File: src/pin_select_pkg.sv
/*
 * Shared constants and types for the remappable input pin selector block:
 * register map, field layout, reset values, channel table and the packed
 * carrier of routed peripheral inputs.
 * Assumes a 32-bit AHB-Lite register bus and 6-bit pin selectors.
 */
package pin_select_pkg;

   // Selector fields
   localparam int         SEL_W          = 6;
   localparam logic [5:0] SEL_RESET      = 6'h3f;
   localparam int         HI_LSB         = 8;
   localparam int         LO_LSB         = 0;
   localparam int         NUM_SEL_REGS   = 10;
   localparam int         NUM_CHANNELS   = 18;
   localparam int         SYNC_STAGES    = 3;

   // Register map, byte addresses on the bus
   localparam int         ADDR_W         = 8;
   localparam logic [7:0] STATUS_OFFSET  = 8'h00;
   localparam logic [7:0] SEL_OFFSET [NUM_SEL_REGS] = '{
      8'h24, 8'h28, 8'h2c, 8'h3c, 8'h44, 8'h48, 8'h4c, 8'h50, 8'h54, 8'h58
   };

   // Registers holding a low selector; bits 3 and 4 have an upper one only
   localparam logic [9:0] LO_PRESENT     = 10'h3e7;

   // Status register fields
   localparam int         STAT_LOCK_BIT    = 0;
   localparam int         STAT_REFUSED_BIT = 1;

   // Channel table: owning register and upper/lower field
   localparam logic [3:0] CH_REG [NUM_CHANNELS] = '{
      4'h0, 4'h0, 4'h1, 4'h1, 4'h2, 4'h2, 4'h3, 4'h4, 4'h5,
      4'h5, 4'h6, 4'h6, 4'h7, 4'h7, 4'h8, 4'h8, 4'h9, 4'h9
   };
   localparam logic [17:0] CH_HIGH       = 18'h2aaea;
   // Level shown while a channel is disconnected
   localparam logic [17:0] CH_IDLE       = 18'h0cfb0;

   // AHB-Lite encodings
   localparam logic [1:0] HTRANS_IDLE    = 2'h0;
   localparam logic [1:0] HTRANS_NONSEQ  = 2'h2;
   localparam logic       HRESP_OKAY     = 1'b0;

   // Routed peripheral inputs, channel 17 at the top down to channel 0
   typedef struct packed {
      logic sync2_clock_input;
      logic sync2_data_input;
      logic serial3_clear_to_send_input;
      logic sync1_slave_select_input;
      logic sync1_clock_input;
      logic sync1_data_input;
      logic serial2_clear_to_send_input;
      logic serial2_receive_input;
      logic serial1_clear_to_send_input;
      logic serial1_receive_input;
      logic serial3_receive_input;
      logic capture_unit_9;
      logic compare_fault_b_input;
      logic compare_fault_a_input;
      logic capture_unit_8;
      logic capture_unit_7;
      logic capture_unit_6;
      logic capture_unit_5;
   } peripheral_inputs_s;

endpackage

File: src/pin_input_mux.sv
/*
 * One selector-driven pin multiplexer: picks the filtered pin level whose
 * number the selector holds, or the channel's idle level.
 * Assumes pin levels are already synchronised to the system clock.
 */
`timescale 1ns/1ps

module pin_input_mux #(
   parameter int NUM_PINS = 48
) (
   // Pin levels
   input  wire logic [NUM_PINS-1:0] pin_level,
   // Selection
   input  wire logic [5:0]          sel,
   input  wire logic                idle_level,
   // Result
   output logic                     routed
);

   localparam logic [6:0] PIN_COUNT = 7'(NUM_PINS);

   logic [NUM_PINS-1:0] one_hot;

   // Decode keeps every index in range for strict elaboration
   genvar i;
   generate
      for (i = 0; i < NUM_PINS; i++) begin : g_dec
         assign one_hot[i] = (sel == 6'(i));
      end
   endgenerate

   // No pin of that number: stay idle, cut off from every pin
   always_comb begin
      if ({1'b0, sel} < PIN_COUNT) begin
         routed = |(one_hot & pin_level);
      end else begin
         routed = idle_level;
      end
   end

endmodule

File: src/input_pin_select_map.sv
/*
 * Remappable input pin routing: ten input-select registers on AHB-Lite,
 * each with one or two 6-bit selectors, steer remappable pins onto capture,
 * compare fault, serial and synchronous serial peripheral inputs.
 * Assumes pins are asynchronous to hclk and that the write-lock level comes
 * from same-clock control logic elsewhere in the unit.
 */
`timescale 1ns/1ps

// How it works
// - Register nine selects capture six and five
// - Register ten selects capture eight and seven
// - Register eleven selects fault B and A
// - Register fifteen selects capture nine only
// - Register seventeen selects serial three receive
// - Register eighteen selects serial one inputs
// - Register nineteen selects serial two inputs
// - Register twenty selects sync one clock, data
// - Register twenty-one: serial three CTS, sync select
// - Register twenty-two selects sync two clock, data
// - Unused bit positions always read zero
// - Writes ignored while write lock set
module input_pin_select_map #(
   parameter int NUM_PINS = 48
) (
   // Clock and reset
   input  wire logic                              hclk,
   input  wire logic                              hresetn,
   // AHB-Lite slave
   input  wire logic                              hsel,
   input  wire logic [31:0]                       haddr,
   input  wire logic [1:0]                        htrans,
   input  wire logic                              hwrite,
   input  wire logic [2:0]                        hsize,
   input  wire logic [31:0]                       hwdata,
   input  wire logic                              hready,
   output logic      [31:0]                       hrdata,
   output logic                                   hreadyout,
   output logic                                   hresp,
   // Lock from the unit's oscillator control
   input  wire logic                              pin_map_write_lock,
   // Remappable pins
   input  wire logic [NUM_PINS-1:0]               remappable_io_pin,
   // Routed peripheral inputs
   output pin_select_pkg::peripheral_inputs_s     peripheral_inputs
);

   // Selector value 63 must stay free to mean disconnected
   generate
      if (NUM_PINS < 1 || NUM_PINS > 63) begin : g_bad_pins
         $error("NUM_PINS must lie between 1 and 63");
      end
   endgenerate

   localparam int NR = pin_select_pkg::NUM_SEL_REGS;
   localparam int NC = pin_select_pkg::NUM_CHANNELS;
   localparam int SW = pin_select_pkg::SEL_W;

   // A bad package edit would silently misroute a peripheral
   generate
      if (pin_select_pkg::SEL_W != 6) begin : g_bad_sel_w
         $error("SEL_W must match the 6-bit selector ports");
      end
      if (pin_select_pkg::SYNC_STAGES != 3) begin : g_bad_sync
         $error("SYNC_STAGES must be 3 to match the pin synchronisers");
      end
      if (pin_select_pkg::ADDR_W != 8) begin : g_bad_addr_w
         $error("ADDR_W must be 8 to decode the byte offsets");
      end
      if (pin_select_pkg::NUM_CHANNELS != $bits(pin_select_pkg::peripheral_inputs_s)) begin : g_bad_nc
         $error("NUM_CHANNELS must equal the width of the peripheral carrier");
      end
      if (pin_select_pkg::LO_LSB + pin_select_pkg::SEL_W > pin_select_pkg::HI_LSB ||
          pin_select_pkg::HI_LSB + pin_select_pkg::SEL_W > 16) begin : g_bad_fields
         $error("Selector fields must not overlap and must fit the 16-bit register");
      end
      if (pin_select_pkg::STAT_LOCK_BIT == pin_select_pkg::STAT_REFUSED_BIT) begin : g_bad_stat
         $error("Status lock and refused bits must differ");
      end
      if (pin_select_pkg::SEL_RESET < NUM_PINS) begin : g_bad_reset_sel
         $error("Reset selector value must name no pin");
      end
   endgenerate

   // Offsets and the channel table must stay consistent
   genvar t;
   genvar u;
   generate
      for (t = 0; t < NR; t++) begin : g_reg_chk
         if (pin_select_pkg::SEL_OFFSET[t][1:0] != 2'h0) begin : g_bad_align
            $error("Selector register offsets must be word aligned");
         end
         if (pin_select_pkg::SEL_OFFSET[t] == pin_select_pkg::STATUS_OFFSET) begin : g_bad_clash
            $error("Selector register offset clashes with the status register");
         end
         for (u = t + 1; u < NR; u++) begin : g_dup
            if (pin_select_pkg::SEL_OFFSET[t] == pin_select_pkg::SEL_OFFSET[u]) begin : g_bad_dup
               $error("Two selector registers share one offset");
            end
         end
      end
      for (t = 0; t < NC; t++) begin : g_chan_chk
         if (pin_select_pkg::CH_REG[t] >= NR) begin : g_bad_reg
            $error("Channel table names a register that does not exist");
         end
         if (!pin_select_pkg::CH_HIGH[t] &&
             !pin_select_pkg::LO_PRESENT[pin_select_pkg::CH_REG[t]]) begin : g_bad_lo
            $error("Channel uses a lower selector its register does not have");
         end
         for (u = t + 1; u < NC; u++) begin : g_share
            if (pin_select_pkg::CH_REG[t] == pin_select_pkg::CH_REG[u] &&
                pin_select_pkg::CH_HIGH[t] == pin_select_pkg::CH_HIGH[u]) begin : g_bad_share
               $error("Two channels share one selector field");
            end
         end
      end
   endgenerate

   // Selector storage
   logic [SW-1:0] sel_hi_reg   [NR];
   logic [SW-1:0] sel_lo_reg   [NR];
   logic [SW-1:0] sel_hi_next  [NR];
   logic [SW-1:0] sel_lo_next  [NR];

   // Bus pipeline
   logic                                 wr_pending_reg;
   logic [pin_select_pkg::ADDR_W-1:0]    wr_addr_reg;
   logic [31:0]                          hrdata_reg;
   logic                                 hreadyout_reg;
   logic                                 hresp_reg;
   logic                                 refused_reg;
   logic                                 refused_next;

   // Pin conditioning
   logic [NUM_PINS-1:0] sync1_reg;
   logic [NUM_PINS-1:0] sync2_reg;
   logic [NUM_PINS-1:0] sync3_reg;
   logic [NUM_PINS-1:0] pin_level_reg;

   // Routing
   logic [NC-1:0] routed;
   logic [NC-1:0] routed_reg;

   // Decoded strobes
   logic          addr_phase;
   logic          wr_data_phase;
   logic          wr_allowed;
   logic [NR-1:0] wr_hit;
   logic          wr_status_hit;

   assign addr_phase    = hsel & hready & htrans[1];
   assign wr_data_phase = wr_pending_reg;
   assign wr_allowed    = wr_data_phase & ~pin_map_write_lock;

   // Write decode in the data phase
   always_comb begin
      wr_status_hit = (wr_addr_reg == pin_select_pkg::STATUS_OFFSET);
      for (int r = 0; r < NR; r++) begin
         wr_hit[r] = (wr_addr_reg == pin_select_pkg::SEL_OFFSET[r]);
      end
   end

   // Next selector values; also used for reads so back-to-back access sees new data
   always_comb begin
      for (int r = 0; r < NR; r++) begin
         sel_hi_next[r] = sel_hi_reg[r];
         sel_lo_next[r] = sel_lo_reg[r];
         if (wr_allowed && wr_hit[r]) begin
            sel_hi_next[r] = hwdata[pin_select_pkg::HI_LSB +: SW];
            if (pin_select_pkg::LO_PRESENT[r]) begin
               sel_lo_next[r] = hwdata[pin_select_pkg::LO_LSB +: SW];
            end
         end
      end
   end

   // Selector registers
   always_ff @(posedge hclk or negedge hresetn) begin
      if (!hresetn) begin
         for (int r = 0; r < NR; r++) begin
            sel_hi_reg[r] <= pin_select_pkg::SEL_RESET;
            sel_lo_reg[r] <= pin_select_pkg::SEL_RESET;
         end
      end else begin
         for (int r = 0; r < NR; r++) begin
            sel_hi_reg[r] <= sel_hi_next[r];
            sel_lo_reg[r] <= sel_lo_next[r];
         end
      end
   end

   // Refused-write flag: a new refusal wins over a clear in the same cycle
   always_comb begin
      refused_next = refused_reg;
      if (wr_data_phase && !pin_map_write_lock && wr_status_hit &&
          hwdata[pin_select_pkg::STAT_REFUSED_BIT]) begin
         refused_next = 1'b0;
      end
      if (wr_data_phase && pin_map_write_lock && (|wr_hit)) begin
         refused_next = 1'b1;
      end
   end

   always_ff @(posedge hclk or negedge hresetn) begin
      if (!hresetn) begin
         refused_reg <= 1'b0;
      end else begin
         refused_reg <= refused_next;
      end
   end

   // Address phase capture for writes
   always_ff @(posedge hclk or negedge hresetn) begin
      if (!hresetn) begin
         wr_pending_reg <= 1'b0;
         wr_addr_reg    <= '0;
      end else if (hready) begin
         wr_pending_reg <= addr_phase & hwrite;
         wr_addr_reg    <= haddr[pin_select_pkg::ADDR_W-1:0];
      end
   end

   // Read word for an address, gaps and unused bits forced to zero
   function automatic logic [31:0] read_word(input logic [pin_select_pkg::ADDR_W-1:0] a);
      logic [31:0] w;
      w = 32'h0000_0000;
      if (a == pin_select_pkg::STATUS_OFFSET) begin
         w[pin_select_pkg::STAT_LOCK_BIT]    = pin_map_write_lock;
         w[pin_select_pkg::STAT_REFUSED_BIT] = refused_next;
      end
      for (int r = 0; r < NR; r++) begin
         if (a == pin_select_pkg::SEL_OFFSET[r]) begin
            w[pin_select_pkg::HI_LSB +: SW] = sel_hi_next[r];
            if (pin_select_pkg::LO_PRESENT[r]) begin
               w[pin_select_pkg::LO_LSB +: SW] = sel_lo_next[r];
            end
         end
      end
      return w;
   endfunction

   // Read data registered at the address phase; zero wait states
   always_ff @(posedge hclk or negedge hresetn) begin
      if (!hresetn) begin
         hrdata_reg <= 32'h0000_0000;
      end else if (addr_phase && !hwrite) begin
         hrdata_reg <= read_word(haddr[pin_select_pkg::ADDR_W-1:0]);
      end else begin
         hrdata_reg <= 32'h0000_0000;
      end
   end

   // Always ready, always OKAY
   always_ff @(posedge hclk or negedge hresetn) begin
      if (!hresetn) begin
         hreadyout_reg <= 1'b1;
         hresp_reg     <= pin_select_pkg::HRESP_OKAY;
      end else begin
         hreadyout_reg <= 1'b1;
         hresp_reg     <= pin_select_pkg::HRESP_OKAY;
      end
   end

   assign hrdata    = hrdata_reg;
   assign hreadyout = hreadyout_reg;
   assign hresp     = hresp_reg;

   // Pin synchronisers; level accepted once stages two and three agree
   always_ff @(posedge hclk or negedge hresetn) begin
      if (!hresetn) begin
         sync1_reg <= '0;
         sync2_reg <= '0;
         sync3_reg <= '0;
      end else begin
         sync1_reg <= remappable_io_pin;
         sync2_reg <= sync1_reg;
         sync3_reg <= sync2_reg;
      end
   end

   genvar p;
   generate
      for (p = 0; p < NUM_PINS; p++) begin : g_pin
         always_ff @(posedge hclk or negedge hresetn) begin
            if (!hresetn) begin
               pin_level_reg[p] <= 1'b0;
            end else if (sync2_reg[p] == sync3_reg[p]) begin
               pin_level_reg[p] <= sync3_reg[p];
            end
         end
      end
   endgenerate

   // One multiplexer per peripheral input
   genvar c;
   generate
      for (c = 0; c < NC; c++) begin : g_chan
         logic [SW-1:0] chan_sel;

         assign chan_sel = pin_select_pkg::CH_HIGH[c] ?
                           sel_hi_reg[pin_select_pkg::CH_REG[c]] :
                           sel_lo_reg[pin_select_pkg::CH_REG[c]];

         pin_input_mux #(
            .NUM_PINS   (NUM_PINS)
         ) u_mux (
            .pin_level  (pin_level_reg),
            .sel        (chan_sel),
            .idle_level (pin_select_pkg::CH_IDLE[c]),
            .routed     (routed[c])
         );
      end
   endgenerate

   // Output flops keep glitches of the mux away from the peripherals
   always_ff @(posedge hclk or negedge hresetn) begin
      if (!hresetn) begin
         routed_reg <= pin_select_pkg::CH_IDLE;
      end else begin
         routed_reg <= routed;
      end
   end

   // One field per channel keeps each peripheral's source visible
   assign peripheral_inputs.capture_unit_5              = routed_reg[0];
   assign peripheral_inputs.capture_unit_6              = routed_reg[1];
   assign peripheral_inputs.capture_unit_7              = routed_reg[2];
   assign peripheral_inputs.capture_unit_8              = routed_reg[3];
   assign peripheral_inputs.compare_fault_a_input       = routed_reg[4];
   assign peripheral_inputs.compare_fault_b_input       = routed_reg[5];
   assign peripheral_inputs.capture_unit_9              = routed_reg[6];
   assign peripheral_inputs.serial3_receive_input       = routed_reg[7];
   assign peripheral_inputs.serial1_receive_input       = routed_reg[8];
   assign peripheral_inputs.serial1_clear_to_send_input = routed_reg[9];
   assign peripheral_inputs.serial2_receive_input       = routed_reg[10];
   assign peripheral_inputs.serial2_clear_to_send_input = routed_reg[11];
   assign peripheral_inputs.sync1_data_input            = routed_reg[12];
   assign peripheral_inputs.sync1_clock_input           = routed_reg[13];
   assign peripheral_inputs.sync1_slave_select_input    = routed_reg[14];
   assign peripheral_inputs.serial3_clear_to_send_input = routed_reg[15];
   assign peripheral_inputs.sync2_data_input            = routed_reg[16];
   assign peripheral_inputs.sync2_clock_input           = routed_reg[17];

endmodule

File: config.mk
export PLATFORM = sky130hd
export DESIGN_NAME = input_pin_select_map
export DESIGN_NICKNAME = d
export VERILOG_FILES = /design/src/pin_select_pkg.sv /design/src/pin_input_mux.sv /design/src/input_pin_select_map.sv
export SDC_FILE = /design/constraint.sdc
export NUM_CORES = 1
export LEC_CHECK = 0
export BUFFER_PORTS_ARGS = -buffer_cell sky130_fd_sc_hd__buf_2
export CORE_UTILIZATION = 30
export DETAILED_ROUTE_END_ITERATION = 7
export HOLD_SLACK_MARGIN = 0.02
export REMOVE_ABC_BUFFERS = 1
export SETUP_SLACK_MARGIN = 0.4
export SLEW_MARGIN = 10
export SYNTH_ARGS = -nofsm -noshare
export SYNTH_HDL_FRONTEND = slang
export SYNTH_HIERARCHICAL = 1
export SYNTH_SLANG_ARGS = --single-unit
File: constraint.sdc
create_clock -name hclk -period 2.8 [get_ports hclk]
set_input_delay 0 -clock hclk [delete_from_list [all_inputs] [get_ports hclk]]
set_output_delay 0 -clock hclk [all_outputs]
set_load 0.01 [all_outputs]
==> run metrics, run 1 <==
status=complete, no violations; Async SR Flop Fraction=100%; First-pass DRT Iterations=6; VDD IR max=~0.00044 V; final hold violation count=0; max reg flops=108; CORE AREA=~76000 um2; Remaining Overflow, GRT=0; fin crit period=about 2.4 ns; H-tree depth=2; GRT Resource Usage Total=21.6%; Mean Syn Cell Area=between 9 and 10 um2; most frequent cell after synthesis=dfrtp_1; Slew Limit Fails=0; DIE HEIGHT=about 280 um; number of I/O port buffers=around 100; max-cap viol count=0; EDFF count, synth=0; CTS buffer count=40; synthesis warning total=6; Initial Util=a little under a third; period utilization=86.5%; fmax=413 MHz; CTS sink count=340; final setup skew=0.0187 ns; top_reg_cell synth=dfrtp_1; Min Hold Slack=0.0135 ns; relative slew slack=42.2%; Post-DP HPWL=57.2 mm; leakage power=10.4 nW; clock-pin slew on the worst setup and hold paths=0.07 ns; #FFs+latches synth=340; Reg2Reg Depth=8; DR DRC count=0; Clk Latency, worst-skew pair=0.58 ns; FP Rows=101; worst-path maximum fanout=6; largest net degree at the start of global routing=75; worst path required time=3.26 ns; Clock Tree Buf Depth=3; DRT iter0 DRCs=2304; register area share after synthesis=37.0%; first-pass GRT wire length=127 mm; critical path class=flop to flop; area share of the leading cell type in the synthesized netlist=23.9%; Final ANT Viol Nets=0; CTS tree=yes; initial antenna violation count=8; share of post-route cells with drive strength above 1=between 20% and 30%; Yosys cell types=82; nature of the critical path endpoint=flop; PwrDens=a little under 500 nW/um2; WL/cell=24.7 um; WP data arrival=slightly below 3 ns; total negative setup slack=0 ns; Setup Viol. Count Final=0; Worst-Margin Slew=approximately 0.87 ns; synthesized cell area=23400 um2; CTS root buf=clkbuf_16; Mapped Cells=2343; vias per std cell=5.96; startpoint class of the critical path=flop; final wirelength=a little under 90 mm; Synth top cells by count=223 x dfrtp_1, 180 x mux2_2, 133 x buf_2, 117 x dfstp_2, 101 x inv_1; Final GP Congestion=0.944; RSZ-0062 raised after global routing=true; Die X=281 um; vias post-DR=approximately 21000; cell taking the most area after synthesis=dfrtp_1; I/O pin count=175; synth top area cells=dfrtp_1 24%, dfstp_2 13%, mux2_2 8.7%; Area Overhead vs Synth=18.5%; Die ar.=a little under 80000 um2; worst hold path class=primary input to async pin; Layout Nets=2638; via count of the first global-routing pass=19017
cell families after synthesis:
family | share of synthesized area [%]
other | 0.0321
XOR/XNOR | 0.0375
adder cells (fa/ha/maj) | 2.06
multiplexers | 12.7
AO/OA/AOI/OAI | 20.5
buffers and inverters | 6.16
flip-flops | 37.0
AND/OR/NAND/NOR | 21.4
worst paths after layout:
check	start	endpoint	slack [ns]
worst max-delay path	wr_addr_reg[0]	hrdata[12]	0.38
worst min-delay path	hresetn	sync1_reg[30]	0.01
worst max register to register	wr_addr_reg[0]	hrdata[12]	0.38
worst min register to register	sync1_reg[32]	sync2_reg[32]	0.34
max in group asynchronous	hresetn	g_chan[4].chan_sel[5]	1.90
min in group hclk	remappable_io_pin[30]	sync1_reg[30]	0.06
per-layer routing:
layer	track usage, %	vias to the layer above	routed length (um)
met2	32.5	1113	38500
met4	11.1	8	4720
met5	0	-	55
li1	-	9404	-
met3	4.07	276	8200
met1	29.2	10501	36700
through the flow:
step	worst slack (ns)	std cells	power (W)	cell area, um2	utilization, %
3_3_place_gp	0.200	3405	0.00765	25200	33.0
3_5_place_dp	0.188	3405	0.00767	25200	33.0
2_1_floorplan	0.428	2169	0.00643	22400	-
6_report	0.379	3577	0.0134	27700	36.2
4_1_cts	0.404	3562	0.0134	27500	36.0
5_1_grt	0.282	3576	0.0138	27700	36.2
critical path, stage by stage, from the launching register on:
cell and delay, ns:
dfrtp_2 0.48, nor4b_4 0.30, buf_4 0.19, nand3_4 0.14, mux2_2 0.35, a22o_1 0.20, a211oi_1 0.29, o31ai_2 0.13
a31o_1 0.23
final cells by class:
class	count	area, um2
fillers	7670	48800
multi-input cells	1728	13500
flip-flops and latches	340	8660
repair buffers	304	2430
well taps	1030	1290
clock buffers	57	1150
inverters	101	379
clock inverters	15	246
diodes	2	5.00
layout by cell type, fill, tap and decap left out, drive strengths merged, types with 30 or more instances in the layout:
| cell type | Yosys | routed |
|---|---|---|
| buf | 160 | 224 |
| dfrtp | 223 | 223 |
| mux2 | 214 | 214 |
| dfstp | 117 | 117 |
| inv | 101 | 104 |
| o21ai | 101 | 101 |
| nand2 | 93 | 93 |
| nor2 | 85 | 85 |
| a21oi | 83 | 83 |
| nand3 | 83 | 83 |
| dlygate4sd3 | 0 | 79 |
| and3b | 73 | 73 |
| nor2b | 61 | 61 |
| clkbuf | 52 | 58 |
| nand3b | 57 | 57 |
| or4b | 54 | 54 |
| a22oi | 49 | 49 |
| maj3 | 48 | 48 |
| mux2i | 46 | 46 |
| conb | 2 | 40 |
| nand4 | 39 | 39 |
| a221oi | 39 | 39 |
| a311oi | 38 | 38 |
| and3 | 37 | 37 |
| a31oi | 37 | 37 |
| a311o | 36 | 36 |
| o22ai | 30 | 30 |
power by group:
group | internal, W | switching, W
Combinational | 0.000871 | 0.00138
Clock | 0.00342 | 0.00218
Sequential | 0.00520 | 0.000338
repair_timing:
action / in CTS / in global routing
hold buffers: 79 / 0
pin swaps: 2 / 17
gates resized for setup: 12 / 21
gates cloned: 0 / 1
endpoints found under the setup margin: 8 / 12
setup buffers: 6 / 12
hold endpoints to repair: 412 / 0
Power figures use the tool's default switching activity.
==> inputs of run 2 (changes only) <==
BUFFER_PORTS_ARGS = -buffer_cell sky130_fd_sc_hd__buf_4   (was -buffer_cell sky130_fd_sc_hd__buf_2)
CORE_UTILIZATION = 47   (was 30)
==> run 2 against run 1 <==
Against the previous run: via count increased by 0.77%; global-route usage up 11 points; critical path depth stayed put; setup slack better by 0.0042 ns; highest routed layer is now met4; critical endpoint is now hrdata[13]; largest cell class unchanged; sequential power increased by 2%; worst hold slack better by 0.059 ns.
==> run metrics, run 2 (synthesized netlist as in run 1, its figures left out) <==
CTS root buf=clkbuf_16; first-pass GRT wire length=125 mm (-2.2%); worst path required time=3.24 ns (-0.02 ns); switching power=0.00389 W (-0.37%); largest net degree at the start of global routing=85 (+13%); Clk Latency, worst-skew pair=0.58 ns (about the same); vias post-DR=21465 (+0.77%); Clock Tree Buf Depth=3 (unchanged); CORE AREA=49000 um2 (-36%); Area Overhead vs Synth=17.1%; total negative setup slack=0 ns (unchanged); number of I/O port buffers=104 (unchanged); worst hold path class=primary input to flop; nature of the critical path endpoint=flop; utilization after layout=55.9% (+20 points); CP max stage cell=dfrtp_2; CTS tree=yes; final setup skew=0.0211 ns (+0.00232 ns); VDD IR max=0.000467 V (+5.9%); FP Rows=81 (-20%); Post-DP HPWL=56.9 mm (-0.50%); share of post-route cells with drive strength above 1=28.3% (-0.16 points); Comb power frac=16.5% (-0.3 points); CTS sink count=340 (unchanged); Final ANT Viol Nets=0 (unchanged); Die ar.=50600 um2 (-36%); Final GP Congestion=1.02 (+7.7%); relative slew slack=26.5% (-16 points); WP data arrival=2.86 ns (-0.03 ns); startpoint class of the critical path=flop; via count of the first global-routing pass=19786 (+4.0%); max reg flops=108 (unchanged); sequential share of power=42.6% (+1.3 points); RSZ-0062 raised after global routing=true; Remaining Overflow, GRT=0 (unchanged); Slew Limit Fails=0 (unchanged); Worst-Margin Slew=1.10 ns (+0.236 ns); PwrDens=484 nW/um2 (about the same); critical path class=flop to flop; fin crit period=2.42 ns (-0.00419 ns); Crit path largest cell delay=0.44 ns (-0.04 ns); DRT iter0 DRCs=2904 (+26%); initial antenna violation count=3 (-5); Reg2Reg Depth=8 (unchanged); period utilization=86.3% (-0.15 points); DR DRC count=0 (unchanged); Die X=225 um (-20%); fmax=414 MHz (+0.17%); antenna cells=0 (-2); worst-path maximum fanout=5 (-1); most common cell after layout, fill and taps aside=dfrtp_1; switch share=29.4% (+0.24 points); P_int=0.00935 W (-1.5%); clock share of power=40.9% (-0.9 points); max-cap viol count=0 (unchanged); H-tree depth=2 (unchanged); clock-pin slew on the worst setup and hold paths=0.06 ns (about the same); most frequent cells in the layout=218 x dfrtp_1, 198 x buf_4, 179 x mux2_2; final wirelength=85.0 mm (-3.7%); leakage power=10.4 nW (-0.14%); Fill cells=4205 (-45%); Layout Nets=2629 (-0.34%); vias per std cell=6.70 (+13%); DIE HEIGHT=225 um (-20%); Initial Util=47.7% (+17 points); I/O pin count=175 (unchanged); WL/cell=26.5 um (+7.6%); GRT Resource Usage Total=33.0% (+11 points); CTS buffer count=40 (unchanged); final hold violation count=0 (unchanged); First-pass DRT Iterations=7 (+1); Setup Viol. Count Final=0 (unchanged); status=complete, no violations; WHS Path Cells=2; critical-path cell list=nor4b_4 -> buf_6 -> and4_4 -> mux2_1 -> nor2b_1 -> or3_4 -> a21boi_2 -> o22ai_1
==> run 2: changes by cell type in the layout (fill, tap and decap cells not counted), moves of 4 or more <==
cell,change
clkbuf_8,+6
buf_2,-103
buf_4,+94
clkbuf_1,-4
==> run 2: layout make-up <==
cell class / count / area (um2) / area share (%)
Inverter: 101 / 379 / 1.39
Clock inverter: 16 / 179 / 0.654
Clock buffer: 58 / 1190 / 4.35
Timing Repair Buffer: 295 / 2580 / 9.43
Sequential cell: 340 / 8670 / 31.7
Multi-Input combinational cell: 1728 / 13500 / 49.5
Tap cell: 664 / 831 / 3.04
==> run 2: stage by stage <==
stage               worst slack (ns)  total power [W]  hold WS (ns)  instance area, um2  std cells
floorplan                      0.428          0.00643        -0.296               22400       2169
global placement               0.288          0.00765        0.0150               24900       3036
detailed placement             0.266          0.00768        0.0154               24900       3036
CTS                            0.398           0.0133        0.0454               27200       3197
global route                   0.275           0.0136        0.0643               27400       3202
finish                         0.383           0.0132        0.0721               27400       3202
==> run 2: power by group through the flow <==
| stage | registers, W | clock network (W) | logic (W) |
|---|---|---|---|
| after global routing | 0.00566 | 0.00570 | 0.00225 |
| final | 0.00564 | 0.00542 | 0.00218 |
| after floorplan | 0.00566 | 0 | 0.000770 |
| after global placement | 0.00568 | 0 | 0.00197 |
| after detailed placement | 0.00569 | 0 | 0.00199 |
| after CTS | 0.00562 | 0.00554 | 0.00210 |
==> run 2: path summary, 6_finish.rpt <==
check                                      start               end  slack (ns)
setup / recovery                  wr_addr_reg[7]        hrdata[13]        0.38
hold / removal             remappable_io_pin[22]     sync1_reg[22]        0.07
setup reg to reg                  wr_addr_reg[7]        hrdata[13]        0.38
hold reg to reg                    sync1_reg[35]     sync2_reg[35]        0.34
max in group asynchronous                hresetn  pin_level_reg[3]        1.01
min in group asynchronous                hresetn         hrdata[9]        0.51
==> run 2: repair_timing <==
| item | in CTS | in global routing |
|---|---|---|
| hold buffers | 81 | 0 |
| pin swaps | 6 | 12 |
| gates resized for setup | 13 | 26 |
| setup buffers | 6 | 5 |
| hold endpoints to repair | 429 | 0 |
| endpoints found under the setup margin | 9 | 31 |
==> run 2: worst max-delay path, delay by kind of cell, from the launching register on <==
family          cells  cell delay (ns)
simple gates        4             1.11
flops               1             0.44
mux                 1             0.35
compound gates      2             0.20
buf+inv             1             0.18
==> run 2: per-layer routing <==
metal  track usage (%)  up-vias  share of wire (%)
li1                  -     9394                  -
met1              44.2    10614                 41
met2              49.1     1156                 43
met3              7.68      301                 10
met4              18.3        0                6.0
met5                 0        -                  0
